**src/rtl/assd_pkg.sv**
```systemverilog
package assd_pkg;
    // Word index of each register; the byte address is four times the index
    localparam logic [7:0] IDX_STATUS_ONE   = 8'h16;
    localparam logic [7:0] IDX_STATUS_TWO   = 8'h17;
    localparam logic [7:0] IDX_DATA_BUFFER  = 8'h18;
    localparam logic [7:0] IDX_CONTROL_TWO  = 8'h14;
    localparam logic [7:0] IDX_CONTROL_THREE = 8'h15;
    localparam logic [7:0] IDX_CONTROL_ONE  = 8'h13;

    // Status one bit positions
    localparam int ST1_TX_EMPTY    = 7;
    localparam int ST1_TX_COMPLETE = 6;
    localparam int ST1_RX_FULL     = 5;
    localparam int ST1_IDLE        = 4;
    localparam int ST1_OVERRUN     = 3;
    localparam int ST1_NOISE       = 2;
    localparam int ST1_FRAMING     = 1;
    localparam int ST1_PARITY      = 0;
    // Status two bit positions
    localparam int ST2_BREAK       = 1;
    localparam int ST2_PROGRESS    = 0;
    // Control two bit positions
    localparam int CT2_TXE_IE      = 7;
    localparam int CT2_TC_IE       = 6;
    localparam int CT2_RXF_IE      = 5;
    localparam int CT2_IDLE_IE     = 4;
    // Control three bit positions
    localparam int CT3_RX_NINTH    = 7;
    localparam int CT3_TX_NINTH    = 6;
    localparam int CT3_OVR_IE      = 3;
    localparam int CT3_NOISE_IE    = 2;
    localparam int CT3_FRAME_IE    = 1;
    localparam int CT3_PARITY_IE   = 0;
    // Control one bit position
    localparam int CT1_NINE_BIT    = 4;

    localparam logic [7:0] CT2_RESET = 8'h00;
    localparam logic [3:0] CT3_IE_RESET = 4'h0;
    localparam logic [7:0] CT1_RESET = 8'h00;
    localparam logic [7:0] WB_UNMAPPED = 8'h00;
    localparam logic [3:0] IDLE_LEN_8BIT = 4'hA;
    localparam logic [3:0] IDLE_LEN_9BIT = 4'hB;

    typedef enum logic [2:0] {
        ASSD_CLR_IDLE  = 3'b001,
        ASSD_CLR_ARMED = 3'b010,
        ASSD_CLR_DONE  = 3'b100
    } assd_clr_state_t;
endpackage

```
**src/rtl/assd_ev_if.sv**
```systemverilog
`timescale 1ns/10ps
interface assd_ev_if;
    logic status_read;
    logic data_read;
    logic [7:0] flags_at_read;
    logic [7:0] clear_mask;
    modport seq (input status_read, input data_read, input flags_at_read, output clear_mask);
    modport user (output status_read, output data_read, output flags_at_read, input clear_mask);
endinterface

```
**src/rtl/assd_clear_seq.sv**
```systemverilog
`timescale 1ns/10ps
module assd_clear_seq
    import assd_pkg::*;
(
    input wire logic sys_clk,
    input wire logic rst_n,
    assd_ev_if.seq   ev
);
    // Remembers which flags were seen set by a status read; a later
    // data read clears exactly those, so a flag raised in between survives.
    logic [7:0] armed_q;
    logic [7:0] armed_d;

    always_comb begin
        armed_d       = armed_q;
        ev.clear_mask = 8'h00;
        if (ev.data_read) begin
            ev.clear_mask = armed_q;
            armed_d       = 8'h00;
        end
        if (ev.status_read) begin
            armed_d = ev.flags_at_read;
        end
    end

    always_ff @(posedge sys_clk) begin
        if (!rst_n) begin
            armed_q <= 8'h00;
        end else begin
            armed_q <= armed_d;
        end
    end
endmodule

```
**src/rtl/assd_idle_det.sv**
```systemverilog
`timescale 1ns/10ps
module assd_idle_det
    import assd_pkg::*;
(
    input  wire logic sys_clk,
    input  wire logic rst_n,
    input  wire logic bit_tick,
    input  wire logic rx_bit,
    input  wire logic nine_bit,
    output logic      idle_seen
);
    // Counts sampled ones on the receiver input at bit rate
    logic [3:0] ones_q;
    logic [3:0] ones_d;
    logic [3:0] need;

    always_comb begin
        need      = nine_bit ? IDLE_LEN_9BIT : IDLE_LEN_8BIT;
        ones_d    = ones_q;
        idle_seen = 1'b0;
        if (bit_tick) begin
            if (!rx_bit) begin
                ones_d = 4'h0;
            end else if (ones_q == need - 4'h1) begin
                ones_d    = 4'h0;
                idle_seen = 1'b1;
            end else begin
                ones_d = ones_q + 4'h1;
            end
        end
    end

    always_ff @(posedge sys_clk) begin
        if (!rst_n) begin
            ones_q <= 4'h0;
        end else begin
            ones_q <= ones_d;
        end
    end
endmodule

```
**src/rtl/assd_top.sv**
```systemverilog
`timescale 1ns/10ps
// Operation
// [RULE_01] 9-bit mode: received ninth bit captured with data; reset leaves it.
// [RULE_02] 8-bit mode: rx ninth bit mirrors received bit 7.
// [RULE_03] 9-bit mode: tx ninth bit goes to shifter with data; reset-free.
// [RULE_04] Four error enables; reset clears noise, framing and parity enables.
// [RULE_05] Tx-empty set on handoff and reset; status read then data write clears.
// [RULE_06] Tx interrupt while tx-empty and its enable are both set.
// [RULE_07] Tx-complete set when empty and idle; cleared when output queued.
// [RULE_08] Tx-complete requests tx interrupt if enabled; reset sets it.
// [RULE_09] Rx-full set on load, interrupts if enabled, status-then-data clears.
// [RULE_10] Idle set after 10 or 11 consecutive ones per character length.
// [RULE_11] Idle arms only after a valid character set rx-full.
// [RULE_12] Idle interrupts if enabled; status-then-data read clears; reset clears.
// [RULE_13] New character while rx-full: overrun set, character dropped, buffer kept.
// [RULE_14] Overrun clears only if set at the preceding status read.
// [RULE_15] Noise flag set on noise, interrupts if enabled, read sequence clears.
// [RULE_16] Framing flag set on zero stop bit, interrupts if enabled, clears likewise.
// [RULE_17] Parity flag set on parity fail, interrupts if enabled, clears likewise.
// [RULE_18] Break sets break, framing, rx-full; clears rx ninth bit; no interrupt. Code clears the ninth bit in 9-bit mode only.
// [RULE_19] Break clears via status two then data read; rearms after ones.
// [RULE_20] Progress flag set at first sample slot zero; reset by false start or idle.
// [RULE_21] Data buffer read gives received byte, write gives tx byte; reset-free.
// [RULE_22] Software avoids read-modify-write on the data buffer.
// [RULE_23] Character-length bit: 0 eight-bit, 1 nine-bit characters.
// [RULE_24] Gated error requests combine into one error interrupt line.
module assd_top
    import assd_pkg::*;
(
    input  wire logic        sys_clk,
    input  wire logic        rst_n,
    input  wire logic        wb_cyc_i,
    input  wire logic        wb_stb_i,
    input  wire logic        wb_we_i,
    input  wire logic [9:0]  wb_adr_i,
    input  wire logic [3:0]  wb_sel_i,
    input  wire logic [31:0] wb_dat_i,
    output logic [31:0]      wb_dat_o,
    output logic             wb_ack_o,
    input  wire logic        rx_char_done,
    input  wire logic [8:0]  rx_char,
    input  wire logic        rx_noise,
    input  wire logic        rx_stop_zero,
    input  wire logic        rx_parity_fail,
    input  wire logic        rx_break,
    input  wire logic        rx_enable_rise,
    input  wire logic        rx_first_slot_zero,
    input  wire logic        rx_false_start,
    input  wire logic        rx_bit_tick,
    input  wire logic        receive_pin,
    input  wire logic        tx_load_ready,
    input  wire logic        tx_busy,
    input  wire logic        tx_queued,
    output logic             tx_load,
    output logic [8:0]       tx_char,
    output logic             nine_bit_mode,
    output logic             tx_irq,
    output logic             rx_irq,
    output logic             err_irq
);
    import assd_pkg::*;

    logic [7:0]  rx_buf_q, rx_buf_d, tx_buf_q, tx_buf_d;
    logic        rx_ninth_bit_q, rx_ninth_bit_d, tx_ninth_bit_q, tx_ninth_bit_d;
    logic        tx_pending_q, tx_pending_d;
    logic [7:0]  st1_q, st1_d;
    logic        break_flag_q, break_flag_d;
    logic        break_armed_q, break_armed_d;
    logic        rx_progress_flag_q, rx_progress_flag_d;
    logic        idle_armed_q, idle_armed_d;
    logic [7:0]  ct1_q, ct1_d, ct2_q, ct2_d;
    logic [3:0]  err_ie_q, err_ie_d;
    logic        ack_q, ack_d;
    logic [31:0] rdat_q, rdat_d;
    logic        idle_seen;
    logic        req;
    logic [7:0]  idx;
    logic [7:0]  clr1, clr2;

    assd_ev_if ev1 ();
    assd_ev_if ev2 ();

    assd_clear_seq u_clr1 (
        .sys_clk (sys_clk),
        .rst_n   (rst_n),
        .ev      (ev1.seq)
    );

    assd_clear_seq u_clr2 (
        .sys_clk (sys_clk),
        .rst_n   (rst_n),
        .ev      (ev2.seq)
    );

    assd_idle_det u_idle (
        .sys_clk   (sys_clk),
        .rst_n     (rst_n),
        .bit_tick  (rx_bit_tick),
        .rx_bit    (receive_pin),
        .nine_bit  (ct1_q[CT1_NINE_BIT]),
        .idle_seen (idle_seen)
    );

    function automatic logic hit(input logic [7:0] a, input logic [7:0] b);
        return a == b;
    endfunction

    // Ack drops for one cycle between accesses
    assign req   = wb_cyc_i && wb_stb_i && !ack_q;
    assign idx   = wb_adr_i[9:2];
    assign clr1  = ev1.clear_mask;
    assign clr2  = ev2.clear_mask;

    assign ev1.status_read   = req && !wb_we_i && wb_sel_i[0] && hit(idx, IDX_STATUS_ONE);
    assign ev1.data_read     = req && wb_sel_i[0] && hit(idx, IDX_DATA_BUFFER);
    assign ev1.flags_at_read = st1_q;
    assign ev2.status_read   = req && !wb_we_i && wb_sel_i[0] && hit(idx, IDX_STATUS_TWO);
    assign ev2.data_read     = req && !wb_we_i && wb_sel_i[0] && hit(idx, IDX_DATA_BUFFER);
    assign ev2.flags_at_read = {6'h00, break_flag_q, 1'b0};

    assign nine_bit_mode = ct1_q[CT1_NINE_BIT];            // see [RULE_23]
    assign tx_irq = (st1_q[ST1_TX_EMPTY] && ct2_q[CT2_TXE_IE])            // see [RULE_06]
                  || (st1_q[ST1_TX_COMPLETE] && ct2_q[CT2_TC_IE]);        // see [RULE_08]
    assign rx_irq = (st1_q[ST1_RX_FULL] && ct2_q[CT2_RXF_IE])             // see [RULE_09]
                  || (st1_q[ST1_IDLE] && ct2_q[CT2_IDLE_IE]);             // see [RULE_12]
    assign err_irq = |(st1_q[3:0] & err_ie_q);             // see [RULE_24]
    assign wb_ack_o = ack_q;
    assign wb_dat_o = rdat_q;
    assign tx_load  = tx_pending_q && tx_load_ready;
    assign tx_char  = {tx_ninth_bit_q, tx_buf_q};

    always_comb begin
        logic wr0;
        logic dwrite;
        logic take;
        wr0     = req && wb_we_i && wb_sel_i[0];
        dwrite  = wr0 && hit(idx, IDX_DATA_BUFFER);
        take    = rx_char_done && !st1_q[ST1_RX_FULL];
        ack_d   = req;
        rdat_d  = 32'h00000000;
        rx_buf_d = rx_buf_q;
        rx_ninth_bit_d = rx_ninth_bit_q;
        tx_buf_d = tx_buf_q;
        tx_ninth_bit_d = tx_ninth_bit_q;
        tx_pending_d = tx_pending_q;
        ct1_d   = ct1_q;
        ct2_d   = ct2_q;
        err_ie_d = err_ie_q;
        idle_armed_d = idle_armed_q;
        break_armed_d = break_armed_q;
        rx_progress_flag_d = rx_progress_flag_q;

        // Clears first, so that sets in the same cycle win
        st1_d = st1_q & ~(clr1 & (wb_we_i ? 8'h00 : 8'h3F));  // see [RULE_14]
        break_flag_d = break_flag_q && !clr2[ST2_BREAK];   // see [RULE_19]

        // Data write clears empty only if armed at status read
        if (dwrite) begin
            tx_buf_d     = wb_dat_i[7:0];                 // see [RULE_21]
            tx_pending_d = 1'b1;
            if (clr1[ST1_TX_EMPTY]) begin
                st1_d[ST1_TX_EMPTY] = 1'b0;               // see [RULE_05]
            end
        end
        if (tx_load) begin
            tx_pending_d = 1'b0;
            st1_d[ST1_TX_EMPTY] = 1'b1;                   // see [RULE_05]
        end
        // Queued or busy output holds complete low
        st1_d[ST1_TX_COMPLETE] = st1_d[ST1_TX_EMPTY] && !tx_busy
                                 && !tx_queued && !tx_pending_d && !tx_load;  // see [RULE_07]

        // Receive side
        if (rx_char_done && st1_q[ST1_RX_FULL]) begin
            st1_d[ST1_OVERRUN] = 1'b1;                    // see [RULE_13]
        end
        if (take) begin
            rx_buf_d = rx_char[7:0];
            rx_ninth_bit_d = ct1_q[CT1_NINE_BIT] ? rx_char[8] : rx_char[7];  // see [RULE_01] [RULE_02]
            st1_d[ST1_RX_FULL] = 1'b1;                    // see [RULE_09]
            idle_armed_d = 1'b1;                          // see [RULE_11]
            if (rx_parity_fail) begin
                st1_d[ST1_PARITY] = 1'b1;                 // see [RULE_17]
            end
            if (rx_stop_zero) begin
                st1_d[ST1_FRAMING] = 1'b1;                // see [RULE_16]
            end
        end
        if (rx_noise) begin
            st1_d[ST1_NOISE] = 1'b1;                      // see [RULE_15]
        end
        if (rx_break && break_armed_q) begin
            break_flag_d = 1'b1;                          // see [RULE_18]
            break_armed_d = 1'b0;
            st1_d[ST1_FRAMING] = 1'b1;
            st1_d[ST1_RX_FULL] = 1'b1;
            if (ct1_q[CT1_NINE_BIT]) begin
                rx_ninth_bit_d = 1'b0;
            end
        end
        if (receive_pin && rx_bit_tick) begin
            break_armed_d = 1'b1;                         // see [RULE_19]
        end
        if (clr1[ST1_IDLE] && !wb_we_i && !take) begin
            idle_armed_d = 1'b0;                          // see [RULE_11]
        end
        if (rx_enable_rise) begin
            idle_armed_d = 1'b0;
        end
        if (idle_seen && idle_armed_q) begin
            st1_d[ST1_IDLE] = 1'b1;                       // see [RULE_10] [RULE_12]
        end
        if (rx_false_start || idle_seen) begin
            rx_progress_flag_d = 1'b0;                    // see [RULE_20]
        end
        if (rx_first_slot_zero) begin
            rx_progress_flag_d = 1'b1;                    // see [RULE_20]
        end

        // Register writes and reads
        if (wr0 && hit(idx, IDX_CONTROL_ONE)) begin
            ct1_d = wb_dat_i[7:0];
        end
        if (wr0 && hit(idx, IDX_CONTROL_TWO)) begin
            ct2_d = wb_dat_i[7:0];
        end
        if (wr0 && hit(idx, IDX_CONTROL_THREE)) begin
            tx_ninth_bit_d = wb_dat_i[CT3_TX_NINTH];      // see [RULE_03]
            err_ie_d = wb_dat_i[3:0];                     // see [RULE_04]
        end
        if (req && !wb_we_i) begin
            unique case (1'b1)
                hit(idx, IDX_STATUS_ONE):    rdat_d[7:0] = st1_q;
                hit(idx, IDX_STATUS_TWO):    rdat_d[7:0] = {6'h00, break_flag_q,
                                                            rx_progress_flag_q};
                hit(idx, IDX_DATA_BUFFER):   rdat_d[7:0] = rx_buf_q;  // see [RULE_21]
                hit(idx, IDX_CONTROL_ONE):   rdat_d[7:0] = ct1_q;
                hit(idx, IDX_CONTROL_TWO):   rdat_d[7:0] = ct2_q;
                hit(idx, IDX_CONTROL_THREE): rdat_d[7:0] = {rx_ninth_bit_q, tx_ninth_bit_q,
                                                            2'b00, err_ie_q};
                default:                     rdat_d[7:0] = WB_UNMAPPED;
            endcase
        end
    end

    // Data buffers and ninth bits keep their contents through reset
    always_ff @(posedge sys_clk) begin
        rx_buf_q       <= rx_buf_d;                       // see [RULE_21]
        tx_buf_q       <= tx_buf_d;
        rx_ninth_bit_q <= rx_ninth_bit_d;                 // see [RULE_01]
        tx_ninth_bit_q <= tx_ninth_bit_d;                 // see [RULE_03]
    end

    always_ff @(posedge sys_clk) begin
        if (!rst_n) begin
            st1_q <= 8'hC0;                               // see [RULE_05] [RULE_08]
            break_flag_q <= 1'b0;
            break_armed_q <= 1'b1;
            rx_progress_flag_q <= 1'b0;
            idle_armed_q <= 1'b0;
            tx_pending_q <= 1'b0;
            ct1_q <= CT1_RESET;
            ct2_q <= CT2_RESET;
            err_ie_q <= CT3_IE_RESET;                     // see [RULE_04]
            ack_q <= 1'b0;
            rdat_q <= 32'h00000000;
        end else begin
            st1_q <= st1_d;
            break_flag_q <= break_flag_d;
            break_armed_q <= break_armed_d;
            rx_progress_flag_q <= rx_progress_flag_d;
            idle_armed_q <= idle_armed_d;
            tx_pending_q <= tx_pending_d;
            ct1_q <= ct1_d;
            ct2_q <= ct2_d;
            err_ie_q <= err_ie_d;
            ack_q <= ack_d;
            rdat_q <= rdat_d;
        end
    end
endmodule

```
**config.mk**
```make
export PLATFORM = sky130hd
export DESIGN_NAME = assd_top
export DESIGN_NICKNAME = d
export VERILOG_FILES = /design/src/rtl/assd_pkg.sv /design/src/rtl/assd_ev_if.sv /design/src/rtl/assd_clear_seq.sv /design/src/rtl/assd_idle_det.sv /design/src/rtl/assd_top.sv
export SDC_FILE = /design/constraint.sdc
export NUM_CORES = 1
export LEC_CHECK = 0
export BUFFER_PORTS_ARGS = -buffer_cell sky130_fd_sc_hd__clkbuf_2
export CELL_PAD_IN_SITES_DETAIL_PLACEMENT = 1
export CELL_PAD_IN_SITES_GLOBAL_PLACEMENT = 2
export CORE_ASPECT_RATIO = 2
export CORE_MARGIN = 3
export CORE_UTILIZATION = 31
export DETAILED_ROUTE_END_ITERATION = 8
export PLACE_DENSITY = 0.85
export SYNTH_ARGS = -nofsm -noshare
export SYNTH_HDL_FRONTEND = slang
export SYNTH_SLANG_ARGS = --single-unit
```
**constraint.sdc**
```tcl
create_clock -name sys_clk -period 3.9 [get_ports sys_clk]
set_input_delay 0.39 -clock sys_clk [delete_from_list [all_inputs] [get_ports sys_clk]]
set_output_delay 0.39 -clock sys_clk [all_outputs]
set_load 0.02 [all_outputs]
```
==> impl_summary.md <==
Timing
Summed over all failing endpoints, the final setup total negative slack is 0 ns. At the pin with the least slew margin, the transition time is between 0.8 and 0.9 ns. The final count of pins violating max slew came to 0.

The routed design could run at a clock period as short as 1.95 ns. In the post-route analysis, the smallest setup slack over all paths is roughly 2 ns. The final setup skew is 0.00911 ns. The number of hold-slack violations in the final timing report is 0. The share of the cycle needed by the critical path after routing is 0.501.

The highest attainable clock frequency is about 510 MHz. Setup repair after global routing left no endpoint under its margin. The worst slew margin relative to its limit is 0.404. The final count of negative-setup-slack endpoints is 0.

Layout
The net count of the finished layout is 483. The area growth from synthesis to layout is 19.4%. The area of all placed cells without fillers is 4010 um^2.

The area taken by flip-flops and latches is between 1500 and 2000 um^2. The number of antenna cells inserted is 0. The fraction of layout cells with a size suffix above 1 is 0.244.

The fill cell total of the finished layout is around 1,200. The multi-input combinational cells in the finished layout cover a total of 1530 um^2.

Hold path
The start point of the worst hold path is rx_char[5]. The worst hold path terminates at rx_buf_q[5]. The type of the tightest min-delay check is primary input to flop. The worst hold path depth is 1.

Setup path
The worst register-to-register path ends at ct1_q[5]. The capturing element type of the critical path is a flop. At the worst endpoint, the arrival time is 2.21 ns. STA classifies the critical path startpoint as a primary input. The critical path goes through clkbuf_2 > or4b_4 > nor3_2 > a22oi_1 > a21oi_1.

The length in cells of the worst reg-to-reg path is 4. The cell with the largest stage delay on the worst path is sky130_fd_sc_hd__nor3_2. The startpoint identified for the worst register-to-register timing path is wb_ack_o. For the worst setup path, the data required time is between 4 and 5 ns. In this run the worst path has a maximum fanout of 8.

The largest delay contributor family on the critical path is simple AND/OR/NAND/NOR gates. The setup check on the worst reg-to-reg path leaves a slack of around 2 ns. The type of the worst setup path is primary input to flop. For this run, the slowest stage of the critical path takes about 0.63 ns.

The critical path runs through a total of 5 cells. The count of buffer and inverter cells on the critical path is 1.

Power and ir drop
The switching share of total power is 0.247. In this run the static leakage power is 1.55 nW. The design draws ~1.7 mW. The part of the total power dissipated in the clock network is 0.476.

Of the total power, registers draw 0.452. The part of the power in combinational logic is 0.072. The internal power of the cells totals roughly 1.3 mW. IR analysis of the VDD net gives a maximum drop of about 0.24 mV.

In this run the power density over the cells is approximately 440 nW/um^2. The net switching power is around 430 uW.

Floorplan
The initial utilization of the core area, before any placement, comes to 0.319. The die footprint is 12,200 um^2. Row generation in the floorplan step produced 53 rows. The horizontal die dimension is ~80 um. The region available for standard cell placement spans 10,500 um^2. The die span in y is ~150 um. between 100 and 150 I/O pins were placed.

Placement
The count of input and output buffers is 66. The weighted congestion at the end of routability-driven global placement is 0.873. The minimum setup slack after placement is approximately 1.6 ns. The placed cell area is 3700 um^2. The half-perimeter wire length of the detailed placement result is approximately 7.7 mm.

Synth
The cell taking the most area after synthesis is sky130_fd_sc_hd__dfxtp_1. The number of distinct library cells after synthesis is 58. For this run, the register share of the synthesized area comes to 0.480. Ranked by total cell area, the synthesized netlist is headed by sky130_fd_sc_hd__dfxtp_1 (33%), sky130_fd_sc_hd__edfxtp_1 (15%), sky130_fd_sc_hd__buf_4 (5.6%). The share of synthesized area in the top cell type comes to 0.328. In the synthesized netlist the dominant register cell turns out to be sky130_fd_sc_hd__dfxtp_1. For this run, asynchronously set or reset flops after synthesis account for 0. The mean instance size in the synthesized netlist is a little under 10 um^2. The netlist area before placement is approximately 3400 um^2. The count of yosys warnings during synthesis is 0. The cell count after synthesis came out at roughly 350. The number of enable-type register cells in the synthesized netlist is 17. The number of register bits inferred by synthesis is 72.

CTS
The number of clock buffers added by TritonCTS is 9. The count of instances resized after the clock tree is built is 0. The post-CTS repair timing setup buffer count is 0. Clock-pin slew was measured on the worst setup and hold paths at around 0.06 ns. The number of clock sinks seen by CTS is 72. The maximum clock path buffer count is 2. Clock latency on the worst-skew pair, taken at its later pin, is roughly 0.34 ns. TritonCTS built the clock tree. The clock tree root driver cell is sky130_fd_sc_hd__clkbuf_16.

The number of H-tree levels is 3. Buffers inserted to repair hold after CTS numbered 0.

GRT
Entering global routing, the biggest net connects 29 pins. The number of global-route vias before repair was approximately 3,100. The global-route congestion overflow total is 0.

In the global route stage, overall resource usage came out at 0.173. The initial antenna violation count is 0. The first global-routing pass estimated 16.0 mm of wire.

Drt
The first detailed-routing pass took 4 iterations. The total detailed-routing wirelength is about 10 mm. After detailed routing, the number of remaining DRC violations is 0. The average wire per cell in the routed design is around 18 um. The number of antenna-violating nets in the routed design is 0. The detailed-route via count is 2,848. The number of DRC violations after detailed-routing iteration 0 is 133. The post-detailed-route via-to-cell ratio is between 5 and 6.

Outcome
The flow ran to the end, and the final reports show no timing, DRC or antenna violations.

Flow run
The max-cap violation count is 0.
-- per-layer routing --
metal  global-route usage  part of all wire
met5                    0                 0
met4                0.110             0.046
met3               0.0283             0.040
met2                0.321              0.57
met1                0.168              0.34
-- worst max-delay path by stage --
stage / start / endpoint / slack (ns)
after CTS: wb_adr_i[7] / wb_dat_o[1] / 1.90
final: wb_adr_i[7] / wb_dat_o[1] / 1.95
after global placement: wb_adr_i[7] / wb_dat_o[1] / 1.62
after detailed placement: wb_adr_i[7] / wb_dat_o[1] / 1.56
after floorplan: wb_ack_o / tx_buf_q[0] / 2.12
after global routing: wb_adr_i[7] / wb_dat_o[1] / 1.81
-- power by group through the flow --
stage               Combinational [mW]  Clock (mW)  Sequential (mW)
floorplan                       0.0956           0            0.802
global placement                 0.122           0            0.806
detailed placement               0.125           0            0.807
CTS                              0.126       0.842            0.791
global route                     0.138       0.881            0.792
finish                           0.125       0.833            0.791
-- cell type report --
cell class	instances	area share
clock buffer	9	0.0562
tap	137	0.0427
clock inverter	7	0.0200
inverter	9	0.00842
sequential	72	0.402
multi-input combinational	247	0.381
timing repair buffer	70	0.0899
-- cells in the mapped netlist, types with 3 or more instances --
| cell type | number |
|---|---|
| sky130_fd_sc_hd__buf_4 | 25 |
| sky130_fd_sc_hd__dfxtp_1 | 55 |
| sky130_fd_sc_hd__and3_1 | 3 |
| sky130_fd_sc_hd__a31oi_1 | 4 |
| sky130_fd_sc_hd__edfxtp_1 | 17 |
| sky130_fd_sc_hd__buf_2 | 5 |
| sky130_fd_sc_hd__nand2b_1 | 5 |
| sky130_fd_sc_hd__and2_1 | 3 |
| sky130_fd_sc_hd__or3b_2 | 3 |
| sky130_fd_sc_hd__or3_1 | 3 |
| sky130_fd_sc_hd__inv_1 | 8 |
| sky130_fd_sc_hd__nand3b_1 | 3 |
| sky130_fd_sc_hd__nor2b_1 | 5 |
| sky130_fd_sc_hd__nand4_1 | 7 |
| sky130_fd_sc_hd__a22o_1 | 4 |
| sky130_fd_sc_hd__clkbuf_1 | 11 |
| sky130_fd_sc_hd__nand2_1 | 30 |
| sky130_fd_sc_hd__a311oi_1 | 3 |
| sky130_fd_sc_hd__a21oi_1 | 26 |
| sky130_fd_sc_hd__a22oi_1 | 8 |
| sky130_fd_sc_hd__nand3_1 | 22 |
| sky130_fd_sc_hd__o2bb2ai_1 | 9 |
| sky130_fd_sc_hd__nor3_1 | 3 |
| sky130_fd_sc_hd__mux2i_1 | 12 |
| sky130_fd_sc_hd__nor2_1 | 17 |
| sky130_fd_sc_hd__o31ai_1 | 3 |
| sky130_fd_sc_hd__o21ai_0 | 17 |
-- cells by family (layout without fill, tap and decap cells) --
logic type | after synthesis | in the layout | share of synthesized area
flops | 72 | 72 | 0.480
other cells | 1 | 24 | 0.00112
compound gates | 91 | 91 | 0.181
mux | 14 | 14 | 0.0425
simple gates | 117 | 117 | 0.201
buf+inv | 53 | 95 | 0.0912
fa+ha+maj | 1 | 1 | 0.00372
-- per-stage QoR --
stage,hold slack (ns),cells,utilization
2_1_floorplan,0.415,372,-
3_3_place_gp,0.431,535,0.351
3_5_place_dp,0.442,535,0.351
4_1_cts,0.212,551,0.380
5_1_grt,0.215,551,0.380
6_report,0.220,551,0.380
-- flip-flops by register name (all words and copies together), names as in the netlist, 4 cells and up --
signal and cells:
tx_buf_q 8, rx_buf_q 8, ev1.flags_at_read 8, u_clr1.armed_q 7, ct2_q 8, wb_dat_o 8, u_idle.ones_q 4, ct1_q 8
err_ie_q 4
-- cells in the final DEF (no fill, tap or decap), drive strengths merged, types with 2 or more instances in the layout --
cell,Yosys,final
edfxtp,17,17
a22oi,8,8
nor2b,5,5
nor3,4,4
a31oi,4,4
nor4,3,3
mux2i,12,12
buf,33,4
a21oi,26,26
or3,3,3
nand2,30,30
or4b,2,2
clkbuf,11,75
nand3b,3,3
clkinv,0,3
and3,3,3
and2,3,3
o21ai,17,17
or3b,3,3
nand4,7,7
clkinvlp,0,2
a211oi,2,2
o31ai,3,3
a211o,2,2
a22o,4,4
nand3,22,22
o21a,2,2
dfxtp,55,55
o2bb2ai,9,9
and4b,2,2
a21o,2,2
conb,1,24
nor2,18,18
a311oi,3,3
mux2,2,2
inv,9,10
nand2b,5,5
No activity file was read; power rests on OpenSTA's default activity.
